### config.mk
export PLATFORM = sky130hd
export DESIGN_NAME = power_mode_clock_select
export DESIGN_NICKNAME = d
export VERILOG_FILES = /design/src/rtl/pwr_clk_pkg.sv /design/src/rtl/power_mode_clock_select.sv /design/src/rtl/clk_div_apply.sv
export VERILOG_INCLUDE_DIRS = /design/src /design/src/rtl
export SDC_FILE = /design/constraint.sdc
export NUM_CORES = 1
export LEC_CHECK = 0
export ABC_AREA = 1
export BUFFER_PORTS_ARGS = -buffer_cell sky130_fd_sc_hd__buf_2
export CAP_MARGIN = 25
export CORE_UTILIZATION = 40
export DETAILED_ROUTE_END_ITERATION = 8
export SYNTH_ARGS = -nofsm -noshare
export SYNTH_HDL_FRONTEND = slang
export SYNTH_HIERARCHICAL = 1
export SYNTH_SLANG_ARGS = --single-unit
### constraint.sdc
create_clock -name i_clk -period 4.02 [get_ports i_clk]
set_input_delay 0.804 -clock i_clk [delete_from_list [all_inputs] [get_ports i_clk]]
set_output_delay 0.804 -clock i_clk [all_outputs]
set_load 0.03 [all_outputs]
### src/rtl/pwr_clk_regs.svh
// Offsets, field positions, reset values and encodings of the power mode block.
// Assumes inclusion from the package and the design modules by bare name.
`ifndef PWR_CLK_REGS_SVH
`define PWR_CLK_REGS_SVH

// ************************************************************
// Register offsets
// ************************************************************
`define OFS_POWER_MODE_CLOCK_CONTROL 4'h0
`define OFS_PERIPHERAL_STANDBY_CONTROL 4'h1
`define OFS_COMPANION_SYSTEM_CONTROL 4'h2
`define OFS_MODE_STATUS 4'h3

// ************************************************************
// Field positions
// ************************************************************
`define POS_SLEEP_SELECT 7
`define POS_LOW_SPEED 6
`define POS_DIRECT_TRANSFER 5
`define POS_ACTIVE_DIV_HI 4
`define POS_ACTIVE_DIV_LO 2
`define POS_SUB_DIV_HI 1
`define POS_SUB_DIV_LO 0
`define POS_STANDBY_SELECT 7
`define POS_STANDBY_RESERVED 7
`define MASK_STANDBY_WRITABLE 8'h7F
`define POS_WATCHDOG_STANDBY 3

// ************************************************************
// Reset values
// ************************************************************
`define RST_POWER_MODE_CLOCK_CONTROL 8'h00
`define RST_PERIPHERAL_STANDBY_CONTROL 8'h00
`define RST_COMPANION_SYSTEM_CONTROL 8'h00
`define RST_ACTIVE_SHIFT 3'h0
`define RST_SUB_SHIFT 2'h3

// ************************************************************
// Unmapped read answer
// ************************************************************
`define UNMAPPED_READ 8'h00

`endif

### src/rtl/pwr_clk_pkg.sv
// Types shared by the power mode and clock select block.
// Assumes the constants header lives beside it.
`include "pwr_clk_regs.svh"
package pwr_clk_pkg;

  typedef enum logic [4:0] {
    ST_ACTIVE    = 5'h01,
    ST_SLEEP     = 5'h02,
    ST_SUBACTIVE = 5'h04,
    ST_SUBSLEEP  = 5'h08,
    ST_STANDBY   = 5'h10
  } op_mode_t;

  typedef struct packed {
    logic [3:0] addr;
    logic [7:0] wdata;
    logic wr;
    logic rd;
  } reg_req_t;

  typedef struct packed {
    logic two_wire_unit_standby;
    logic serial_unit_standby;
    logic converter_standby;
    logic watchdog_standby;
    logic timer_w_standby;
    logic timer_v_standby;
    logic timer_a_standby;
  } standby_vec_t;

endpackage

### src/rtl/power_mode_clock_select.sv
// Power mode control registers, mode sequencing and module standby outputs.
// Assumes a one-cycle sleep pulse and wake pulse from the core, one clock domain.
//
// Behaviour
// - Mode bits plus standby select pick target
// - No direct: standby, sleep or subsleep; wake
// - Direct transfer: straight to subactive or active
// - Active divider: 0XX undivided, else 8..64
// - Active divider applies only after sleep
// - Sub divider 8, 4, 2; applies after sleep
// - Standby register top bit reads zero
// - Bits 6,5,4 park two-wire, serial, converter
// - Bits 2,1,0 park timers W, V, A
`timescale 1ns/1ps
`include "pwr_clk_regs.svh"
module power_mode_clock_select (
  input wire logic i_clk,
  input wire logic i_rstn,
  input wire logic [3:0] i_addr,
  input wire logic [7:0] i_wdata,
  input wire logic i_wr,
  input wire logic i_rd,
  input wire logic i_sleep_exec,
  input wire logic i_wake_irq,
  input wire logic i_wdt_on_int_osc,
  output logic [7:0] o_rdata,
  output logic [4:0] o_mode,
  output logic o_cpu_halted,
  output logic [2:0] o_active_shift,
  output logic [1:0] o_sub_shift,
  output logic [6:0] o_module_standby
);

  pwr_clk_pkg::reg_req_t req;
  assign req = '{addr: i_addr, wdata: i_wdata, wr: i_wr, rd: i_rd};

  // ************************************************************
  // Register file
  // ************************************************************
  logic [7:0] ctrl_ff;
  logic [7:0] nxt_ctrl;
  logic [6:0] stby_ff;
  logic [6:0] nxt_stby;
  logic comp_standby_select_ff;
  logic nxt_comp_standby_select;
  logic [7:0] rdata_ff;
  logic [7:0] nxt_rdata;
  pwr_clk_pkg::op_mode_t mode_ff;
  pwr_clk_pkg::op_mode_t nxt_mode;

  always_comb
  begin
    nxt_ctrl = ctrl_ff;
    nxt_stby = stby_ff;
    nxt_comp_standby_select = comp_standby_select_ff;
    nxt_rdata = `UNMAPPED_READ;
    if (req.wr)
    begin
      if (req.addr == `OFS_POWER_MODE_CLOCK_CONTROL)
      begin
        nxt_ctrl = req.wdata;
      end
      else if (req.addr == `OFS_PERIPHERAL_STANDBY_CONTROL)
      begin
        // Top bit has no storage at all
        nxt_stby = req.wdata[6:0];
      end
      else if (req.addr == `OFS_COMPANION_SYSTEM_CONTROL)
      begin
        nxt_comp_standby_select = req.wdata[`POS_STANDBY_SELECT];
      end
    end
    if (req.rd)
    begin
      if (req.addr == `OFS_POWER_MODE_CLOCK_CONTROL)
      begin
        nxt_rdata = ctrl_ff;
      end
      else if (req.addr == `OFS_PERIPHERAL_STANDBY_CONTROL)
      begin
        nxt_rdata = {1'b0, stby_ff};
      end
      else if (req.addr == `OFS_COMPANION_SYSTEM_CONTROL)
      begin
        nxt_rdata = {comp_standby_select_ff, 7'h00};
      end
      else if (req.addr == `OFS_MODE_STATUS)
      begin
        nxt_rdata = {3'h0, mode_ff};
      end
    end
  end

  always_ff @(posedge i_clk or negedge i_rstn)
  begin
    if (!i_rstn)
    begin
      ctrl_ff <= `RST_POWER_MODE_CLOCK_CONTROL;
      stby_ff <= 7'h00;
      comp_standby_select_ff <= 1'b0;
      rdata_ff <= 8'h00;
    end
    else
    begin
      ctrl_ff <= nxt_ctrl;
      stby_ff <= nxt_stby;
      comp_standby_select_ff <= nxt_comp_standby_select;
      rdata_ff <= nxt_rdata;
    end
  end

  // ************************************************************
  // Mode sequencing
  // ************************************************************
  logic sel_sleep;
  logic sel_low;
  logic sel_direct;
  logic sleep_taken;
  logic [4:0] mode_out_ff;
  logic halted_ff;
  logic [6:0] mstb_ff;
  logic [6:0] nxt_mstb;

  assign sel_sleep = ctrl_ff[`POS_SLEEP_SELECT];
  assign sel_low = ctrl_ff[`POS_LOW_SPEED];
  assign sel_direct = ctrl_ff[`POS_DIRECT_TRANSFER];

  always_comb
  begin
    nxt_mode = mode_ff;
    sleep_taken = 1'b0;
    case (mode_ff)
      pwr_clk_pkg::ST_ACTIVE, pwr_clk_pkg::ST_SUBACTIVE:
      begin
        if (i_sleep_exec)
        begin
          sleep_taken = 1'b1;
          if (sel_direct)
          begin
            if (sel_low)
            begin
              nxt_mode = pwr_clk_pkg::ST_SUBACTIVE;
            end
            else if (!sel_sleep)
            begin
              nxt_mode = pwr_clk_pkg::ST_ACTIVE;
            end
          end
          else if (comp_standby_select_ff)
          begin
            nxt_mode = pwr_clk_pkg::ST_STANDBY;
          end
          else if (sel_sleep)
          begin
            nxt_mode = pwr_clk_pkg::ST_SUBSLEEP;
          end
          else
          begin
            nxt_mode = pwr_clk_pkg::ST_SLEEP;
          end
        end
      end
      pwr_clk_pkg::ST_SLEEP, pwr_clk_pkg::ST_SUBSLEEP:
      begin
        if (i_wake_irq)
        begin
          nxt_mode = sel_low ? pwr_clk_pkg::ST_SUBACTIVE : pwr_clk_pkg::ST_ACTIVE;
        end
      end
      pwr_clk_pkg::ST_STANDBY:
      begin
        if (i_wake_irq)
        begin
          nxt_mode = pwr_clk_pkg::ST_ACTIVE;
        end
      end
      default:
      begin
        nxt_mode = pwr_clk_pkg::ST_ACTIVE;
      end
    endcase
  end

  // Watchdog on internal oscillator never parks
  always_comb
  begin
    nxt_mstb = stby_ff;
    if (i_wdt_on_int_osc)
    begin
      nxt_mstb[`POS_WATCHDOG_STANDBY] = 1'b0;
    end
  end

  always_ff @(posedge i_clk or negedge i_rstn)
  begin
    if (!i_rstn)
    begin
      mode_ff <= pwr_clk_pkg::ST_ACTIVE;
      mode_out_ff <= 5'h01;
      halted_ff <= 1'b0;
      mstb_ff <= 7'h00;
    end
    else
    begin
      mode_ff <= nxt_mode;
      mode_out_ff <= nxt_mode;
      halted_ff <= (nxt_mode == pwr_clk_pkg::ST_SLEEP) ||
                   (nxt_mode == pwr_clk_pkg::ST_SUBSLEEP) ||
                   (nxt_mode == pwr_clk_pkg::ST_STANDBY);
      mstb_ff <= nxt_mstb;
    end
  end

  // Divider latched on the sleep itself, never on the register write
  clk_div_apply u_div (
    .i_clk(i_clk),
    .i_rstn(i_rstn),
    .i_apply(sleep_taken),
    .i_active_sel(ctrl_ff[`POS_ACTIVE_DIV_HI:`POS_ACTIVE_DIV_LO]),
    .i_sub_sel(ctrl_ff[`POS_SUB_DIV_HI:`POS_SUB_DIV_LO]),
    .o_active_shift(o_active_shift),
    .o_sub_shift(o_sub_shift)
  );

  assign o_rdata = rdata_ff;
  assign o_mode = mode_out_ff;
  assign o_cpu_halted = halted_ff;
  assign o_module_standby = mstb_ff;

  // ************************************************************
  // Assertions
  // ************************************************************
  property p_direct_low;
    @(posedge i_clk) disable iff (!i_rstn)
    (mode_ff == pwr_clk_pkg::ST_ACTIVE && i_sleep_exec && sel_direct && sel_low)
    |=> (o_mode == 5'h04) && !o_cpu_halted;
  endproperty
  a_direct_low: assert property (p_direct_low) else $error("direct low-speed not subactive");

  property p_standby_sel;
    @(posedge i_clk) disable iff (!i_rstn)
    (mode_ff == pwr_clk_pkg::ST_ACTIVE && i_sleep_exec && !sel_direct && comp_standby_select_ff)
    |=> (o_mode == 5'h10) && o_cpu_halted;
  endproperty
  a_standby_sel: assert property (p_standby_sel) else $error("standby not entered");

  property p_sleep_sel;
    @(posedge i_clk) disable iff (!i_rstn)
    (mode_ff == pwr_clk_pkg::ST_ACTIVE && i_sleep_exec && !sel_direct && !comp_standby_select_ff)
    |=> o_mode == ($past(sel_sleep) ? 5'h08 : 5'h02);
  endproperty
  a_sleep_sel: assert property (p_sleep_sel) else $error("wrong sleep mode");

  property p_standby_wake;
    @(posedge i_clk) disable iff (!i_rstn)
    (mode_ff == pwr_clk_pkg::ST_STANDBY && i_wake_irq) |=> o_mode == 5'h01;
  endproperty
  a_standby_wake: assert property (p_standby_wake) else $error("standby wake not active");

  property p_div_hold;
    @(posedge i_clk) disable iff (!i_rstn)
    !sleep_taken |=> $stable(o_active_shift) && $stable(o_sub_shift);
  endproperty
  a_div_hold: assert property (p_div_hold) else $error("divider changed without sleep");

  property p_div_code;
    @(posedge i_clk) disable iff (!i_rstn)
    sleep_taken |=> o_active_shift == ($past(ctrl_ff[4]) ? 3'h3 + 3'($past(ctrl_ff[3:2])) : 3'h0)
      && o_sub_shift == ($past(ctrl_ff[1]) ? 2'h1 : ($past(ctrl_ff[0]) ? 2'h2 : 2'h3));
  endproperty
  a_div_code: assert property (p_div_code) else $error("divider code wrong");

  property p_resv_zero;
    @(posedge i_clk) disable iff (!i_rstn)
    (i_rd && i_addr == `OFS_PERIPHERAL_STANDBY_CONTROL) |=> !o_rdata[7];
  endproperty
  a_resv_zero: assert property (p_resv_zero) else $error("reserved bit reads one");

  property p_stby_follow;
    @(posedge i_clk) disable iff (!i_rstn)
    (i_wr && i_addr == `OFS_PERIPHERAL_STANDBY_CONTROL) ##1 !i_wdt_on_int_osc
    |=> o_module_standby == $past(i_wdata[6:0], 2);
  endproperty
  a_stby_follow: assert property (p_stby_follow) else $error("standby outputs wrong");

  property p_wdt_int;
    @(posedge i_clk) disable iff (!i_rstn)
    i_wdt_on_int_osc |=> !o_module_standby[3];
  endproperty
  a_wdt_int: assert property (p_wdt_int) else $error("watchdog parked on internal osc");

  c_sleep: cover property (@(posedge i_clk) disable iff (!i_rstn) o_mode == 5'h02);
  c_subsleep: cover property (@(posedge i_clk) disable iff (!i_rstn) o_mode == 5'h08);
  c_standby_wake: cover property (@(posedge i_clk) disable iff (!i_rstn)
    o_mode == 5'h10 ##1 o_mode == 5'h01);
  c_subactive: cover property (@(posedge i_clk) disable iff (!i_rstn) o_mode == 5'h04);

endmodule

### src/rtl/clk_div_apply.sv
// Applied clock divider held in force until the sleep instruction runs.
// Assumes one clock and a one-cycle sleep pulse from the core.
`timescale 1ns/1ps
`include "pwr_clk_regs.svh"
module clk_div_apply (
  input wire logic i_clk,
  input wire logic i_rstn,
  input wire logic i_apply,
  input wire logic [2:0] i_active_sel,
  input wire logic [1:0] i_sub_sel,
  output logic [2:0] o_active_shift,
  output logic [1:0] o_sub_shift
);

  logic [2:0] active_shift_ff;
  logic [2:0] nxt_active_shift;
  logic [1:0] sub_shift_ff;
  logic [1:0] nxt_sub_shift;

  // Active divide as power of two: 0XX undivided, 100..111 give 8..64
  function automatic logic [2:0] active_shift(input logic [2:0] sel);
    if (sel[2] == 1'b0)
    begin
      active_shift = 3'h0;
    end
    else
    begin
      active_shift = 3'h3 + {1'b0, sel[1:0]};
    end
  endfunction

  // Sub divide as power of two: 00 eight, 01 four, 1X two
  function automatic logic [1:0] sub_shift(input logic [1:0] sel);
    if (sel[1])
    begin
      sub_shift = 2'h1;
    end
    else if (sel[0])
    begin
      sub_shift = 2'h2;
    end
    else
    begin
      sub_shift = 2'h3;
    end
  endfunction

  always_comb
  begin
    nxt_active_shift = active_shift_ff;
    nxt_sub_shift = sub_shift_ff;
    if (i_apply)
    begin
      nxt_active_shift = active_shift(i_active_sel);
      nxt_sub_shift = sub_shift(i_sub_sel);
    end
  end

  always_ff @(posedge i_clk or negedge i_rstn)
  begin
    if (!i_rstn)
    begin
      active_shift_ff <= `RST_ACTIVE_SHIFT;
      sub_shift_ff <= `RST_SUB_SHIFT;
    end
    else
    begin
      active_shift_ff <= nxt_active_shift;
      sub_shift_ff <= nxt_sub_shift;
    end
  end

  assign o_active_shift = active_shift_ff;
  assign o_sub_shift = sub_shift_ff;

endmodule

# Word level (Yosys, flattened, before mapping)
# Cells that the tools add are included.
# W data, S select, Z words.
# word_totals
ff_bits	42
output_inout_bits	26
inputBits	19
elab_cells	52
# op_classes
n_bitwise	2
n_eq_ne	11
reduce_logical	8
addsub	1
n_mux	21
# op_table
operator	n
$mux W5	8
$mux W8	4
$pmux W5 S3	1
$eq A5 B2 Y1 const B	2
$eq A5 B4 Y1 const B	2
$eq A5 B5 Y1 const B	2
$eq A4 B2 Y1 const B	2
$mux W3	2
$eq A5 B1 Y1 const B	1
$eq A5 B3 Y1 const B	1
$eq A4 B1 Y1 const B	1
$logic_not A4 Y1	1
$mux W1	4
$mux W4	1
$reduce_and A4 Y1	1
$reduce_or A2 Y1	2
$add A2 B2 Y3 const A	1
$reduce_and A3 Y1	1
$logic_or A1 B1 Y1	2
$mux W2	1
$not A1 Y1	2
$reduce_and A2 Y1	1

# Logic depth before layout (Yosys ltp)
# logic_depth
ltp_word	8
mapped_depth	8
ltp_nobuf	8

# Hierarchy
# The synthesis kept the hierarchy.
# by_module_without_submodules
module	seq_area_each_um2	n_inst	area_per_inst_um2	cells_each
power_mode_clock_select	927.1	1	1710.4	186
clk_div_apply	127.6	1	227.7	27

# Least setup slack after synthesis
# Ideal clock, no wire load.
# synth_path
path_type	input-to-reg
from	in i_addr[3]
to	reg ctrl_ff[6]
slack_ns	2.376
setup_ns	0.118
required_time_ns	3.902
arrival_time_ns	1.525
path_stages	7
n_path_buf	1
cell_sequence	nor2_4 -> nand2_4 -> nor2_8 -> nand2_4 -> buf_6 -> nand2_1 -> o21ai_2
# synth_via
elab_chain_len	2
# synth_rtl
element	line_no	text
start, declared	power_mode_clock_select.sv:19	input wire logic [3:0] i_addr,
$logic_not A4 Y1 (no source line)	n/a	
$reduce_and A2 Y1 (no source line)	n/a	
end signal, assigned	power_mode_clock_select.sv:98	ctrl_ff <= `RST_POWER_MODE_CLOCK_CONTROL;
end signal, assigned	power_mode_clock_select.sv:105	ctrl_ff <= nxt_ctrl;
end, declared	power_mode_clock_select.sv:40	logic [7:0] ctrl_ff;
# Every way passes these cells.
# A chain may end at the register's enable or synchronous reset.

# Final worst setup path
# layout_path
from	reg mode_out_ff[0], in the netlist o_mode[0]
to	out o_mode[0]
# layout_lines
element	line_no	text
start, declared	power_mode_clock_select.sv:119	logic [4:0] mode_out_ff;
start signal, assigned	power_mode_clock_select.sv:206	mode_out_ff <= nxt_mode;
end, declared	power_mode_clock_select.sv:27	output logic [4:0] o_mode,
# No word-level cell between the ends.

==> run metrics <==
worst hold margin=slightly above 400 ps; top area cells in the synthesized netlist=sky130_fd_sc_hd__dfrtp_1 50%, sky130_fd_sc_hd__nand2_1 13%, sky130_fd_sc_hd__o21ai_2 7.2%; wire length of the first global-routing pass=6630 um; minimum clock period=1910 ps; I/O pin cnt=45; leakage power figure=1.27 nW; maximum fanout count along the critical path=6; net count reported at finish=282; CTS tree=done; data arrival at the endpoint of the critical path=~1100 ps; clock latency at the later pin of the worst-skew pair=~290 ps; largest area contributor in the synthesized netlist=sky130_fd_sc_hd__dfrtp_1; Clock Pin Slew Worst Setup and Hold Paths=80 ps; half-perimeter wire length after detailed placement=2840 um; Min-Delay Path Class=reg2reg; setup-violating endpoint count in the final report=0; netlist area before placement=a little under 2000 sq um; cell at the slowest stage of the critical path=sky130_fd_sc_hd__dfstp_2; cells along the critical path=buf_2; status=complete, no violations; area of the core=4500 sq um; Post-Synthesis Mean Instance Area=9.10 sq um; die height=71.6 um; maximum clock rate=524 MHz; number of hold buffers added after cts=0; DP Worst Slack=2210 ps; crit path setup slack, layout=2110 ps; max-cap viol count=0; startpoint kind of the worst setup timing path=flip-flop; vias in the first global route=1447; fraction of registers with async set/reset=100%; CP required=3220 ps; sequential power share=46.1%; crit path buf inv count=1; CP Class=reg2out; initial antenna violation count=0; Final Max Slew Viols=0; Synth-to-Final Area Change=18.5%; antenna-violating nets left=0; Total Wirelength=3890 um; Total Routing Usage GR=around 17%; endpoint of the worst-slack reg-to-reg timing path=u_div/o_active_shift[1]; maximum number of pins on one net before global-route repair=43; per-cell via count in the routed design=4.70; vias=1480; number of nets in the synthesized netlist=between 200 and 250; Hold Path Stages=0; Iter 0 DRT Violations=62; fraction of post-synthesis cell area in the top cell type by area=50.4%; initial cell density of the core=43.0%; switching power total=approximately 0.52 mW; worst voltage drop across the vdd grid=0.198 mV; worst-case reg-to-reg path depth=6; max-slew headroom at the worst pin=39.9%; fill cell total of the finished layout=432; synthesized instance count=213; internal power=0.794 mW; total of buffers placed on input and output ports=44; power per standard cell area=573 nW/um^2; reg2reg setup slack=2450 ps; Clock Root Buffer=sky130_fd_sc_hd__clkbuf_8; portion of the clock cycle consumed by the worst path in the final layout=47.5%; Seq cells post-synth=42; critical path endpoint category=primary output; Util after Layout=51.0%; total negative slack=0 ps; overall die width=71.6 um; Tightest Pin Transition=roughly 900 ps; reg-to-reg critical path startpoint=o_mode[3]; Yosys warnings=6; Final Wtd Congestion=0.842; Resized cells post-CTS=0; proportion of power drawn by the clock network=between 20% and 30%; hold path startpoint=stby_ff[5]; total DRC errors in the routed layout=0; clock tree sinks=42; flip-flop cell with the highest count after synthesis=sky130_fd_sc_hd__dfrtp_1; setup repair after global routing missed its margin=no; EDFF count, synth=0; Max clock buf depth=2; count of cell types in the netlist=24; H-tree level count=2; stages on the worst setup path=1; endpoints failing hold=0; share of cells above drive strength 1=31.9%; largest incremental delay on the critical path=around 600 ps; clock skew after layout=about 4.1 ps; GR Overflow Total=0; antenna cell count=0; post-CTS repair timing setup buffer count=0; sequential area share after synthesis=54.4%; first drt pass iteration count=5; clock buffers created by TritonCTS=5; Hold EP=o_module_standby[5]; crit-path leading delay family=flip-flops; power share of the combinational group=approximately a third; area enclosed by the die boundary=5130 sq um; net switching share of the total power=39.6%; Cell Rows=24; wire length per cell after detailed routing=12.3 um
==> cells by family (layout without fill, tap and decap cells) <==
group | count (synthesis) | after routing | synth area share [%]
AO/OA/AOI/OAI | 34 | 34 | 12.5
flip-flops | 42 | 42 | 54.4
AND/OR/NAND/NOR | 102 | 102 | 24.9
buffers and inverters | 34 | 84 | 7.49
adder cells (fa/ha/maj) | 1 | 1 | 0.645
==> sequential cells by signal (all words and copies together) (netlist names) <==
register	flops
o_rdata	8
comp_standby_select_ff	1
o_mode	5
o_module_standby	7
u_div/o_sub_shift	2
o_cpu_halted	1
ctrl_ff	8
stby_ff	7
u_div/o_active_shift	3
==> final cells by class <==
type	count	area [sq um]	area share (%)
multi-input combinational	137	738	32.2
clock inverter	2	12.5	0.545
sequential	42	1050	45.9
inverter	32	123	5.34
timing repair buffer	44	220	9.59
clock buffer	6	82.6	3.60
tap	52	65.1	2.83
==> layer usage <==
layer  track usage [%]  routed length, um  part of all wire, %
met1              23.4               1980                   51
met3              4.22                145                  3.7
met2              26.3               1730                   44
met5                 0                  0                    0
met4              5.23                 38                 0.98
==> worst max-delay path by stage <==
stage,to,slack [ps],startpoint
after detailed placement,ctrl_ff[3],2210,i_addr[3]
after global routing,o_mode[0],2080,o_mode[0]
after floorplan,ctrl_ff[6],2380,i_addr[3]
final,o_mode[0],2110,o_mode[0]
after CTS,o_mode[0],2110,o_mode[0]
after global placement,ctrl_ff[5],2250,i_addr[3]
==> cell usage in the layout (no fill, tap or decap), types with 2 or more instances in the layout <==
cell type	synthesis	final
sky130_fd_sc_hd__nand2_1	68	68
sky130_fd_sc_hd__buf_2	0	44
sky130_fd_sc_hd__dfrtp_1	39	39
sky130_fd_sc_hd__inv_1	25	25
sky130_fd_sc_hd__o21ai_2	16	16
sky130_fd_sc_hd__nand3_1	13	13
sky130_fd_sc_hd__nor2_1	10	10
sky130_fd_sc_hd__o21ai_0	7	7
sky130_fd_sc_hd__clkbuf_8	0	6
sky130_fd_sc_hd__inv_2	5	5
sky130_fd_sc_hd__a31oi_1	4	4
sky130_fd_sc_hd__nand4_1	3	3
sky130_fd_sc_hd__nand2_4	3	3
sky130_fd_sc_hd__dfstp_2	3	3
sky130_fd_sc_hd__a21oi_1	2	2
sky130_fd_sc_hd__o21ai_1	2	2
sky130_fd_sc_hd__nor2_8	2	2
sky130_fd_sc_hd__a211oi_1	2	2
==> power by group through the flow <==
stage	registers, mW	logic, mW	clock network, mW
after floorplan	0.714	0.198	0
after global placement	0.614	0.427	0
after detailed placement	0.614	0.432	0
after CTS	0.606	0.433	0.292
after global routing	0.620	0.483	0.307
final	0.606	0.430	0.279
==> cell usage after synthesis (3+ instances only) <==
| master | instances |
|---|---|
| sky130_fd_sc_hd__nand2_4 | 3 |
| sky130_fd_sc_hd__o21ai_0 | 7 |
| sky130_fd_sc_hd__inv_2 | 5 |
| sky130_fd_sc_hd__inv_1 | 25 |
| sky130_fd_sc_hd__nand3_1 | 13 |
| sky130_fd_sc_hd__a31oi_1 | 4 |
| sky130_fd_sc_hd__nor2_1 | 10 |
| sky130_fd_sc_hd__dfrtp_1 | 39 |
| sky130_fd_sc_hd__nand2_1 | 68 |
| sky130_fd_sc_hd__o21ai_2 | 16 |
| sky130_fd_sc_hd__nand4_1 | 3 |
| sky130_fd_sc_hd__dfstp_2 | 3 |
==> per-stage QoR <==
stage / cells / area [sq um] / power (mW)
after floorplan: 213 / 1940 / 0.912
after global placement: 307 / 2200 / 1.04
after detailed placement: 307 / 2200 / 1.05
after CTS: 315 / 2300 / 1.33
after global routing: 315 / 2300 / 1.41
final: 315 / 2300 / 1.31
Power figures use the tool's default switching activity.
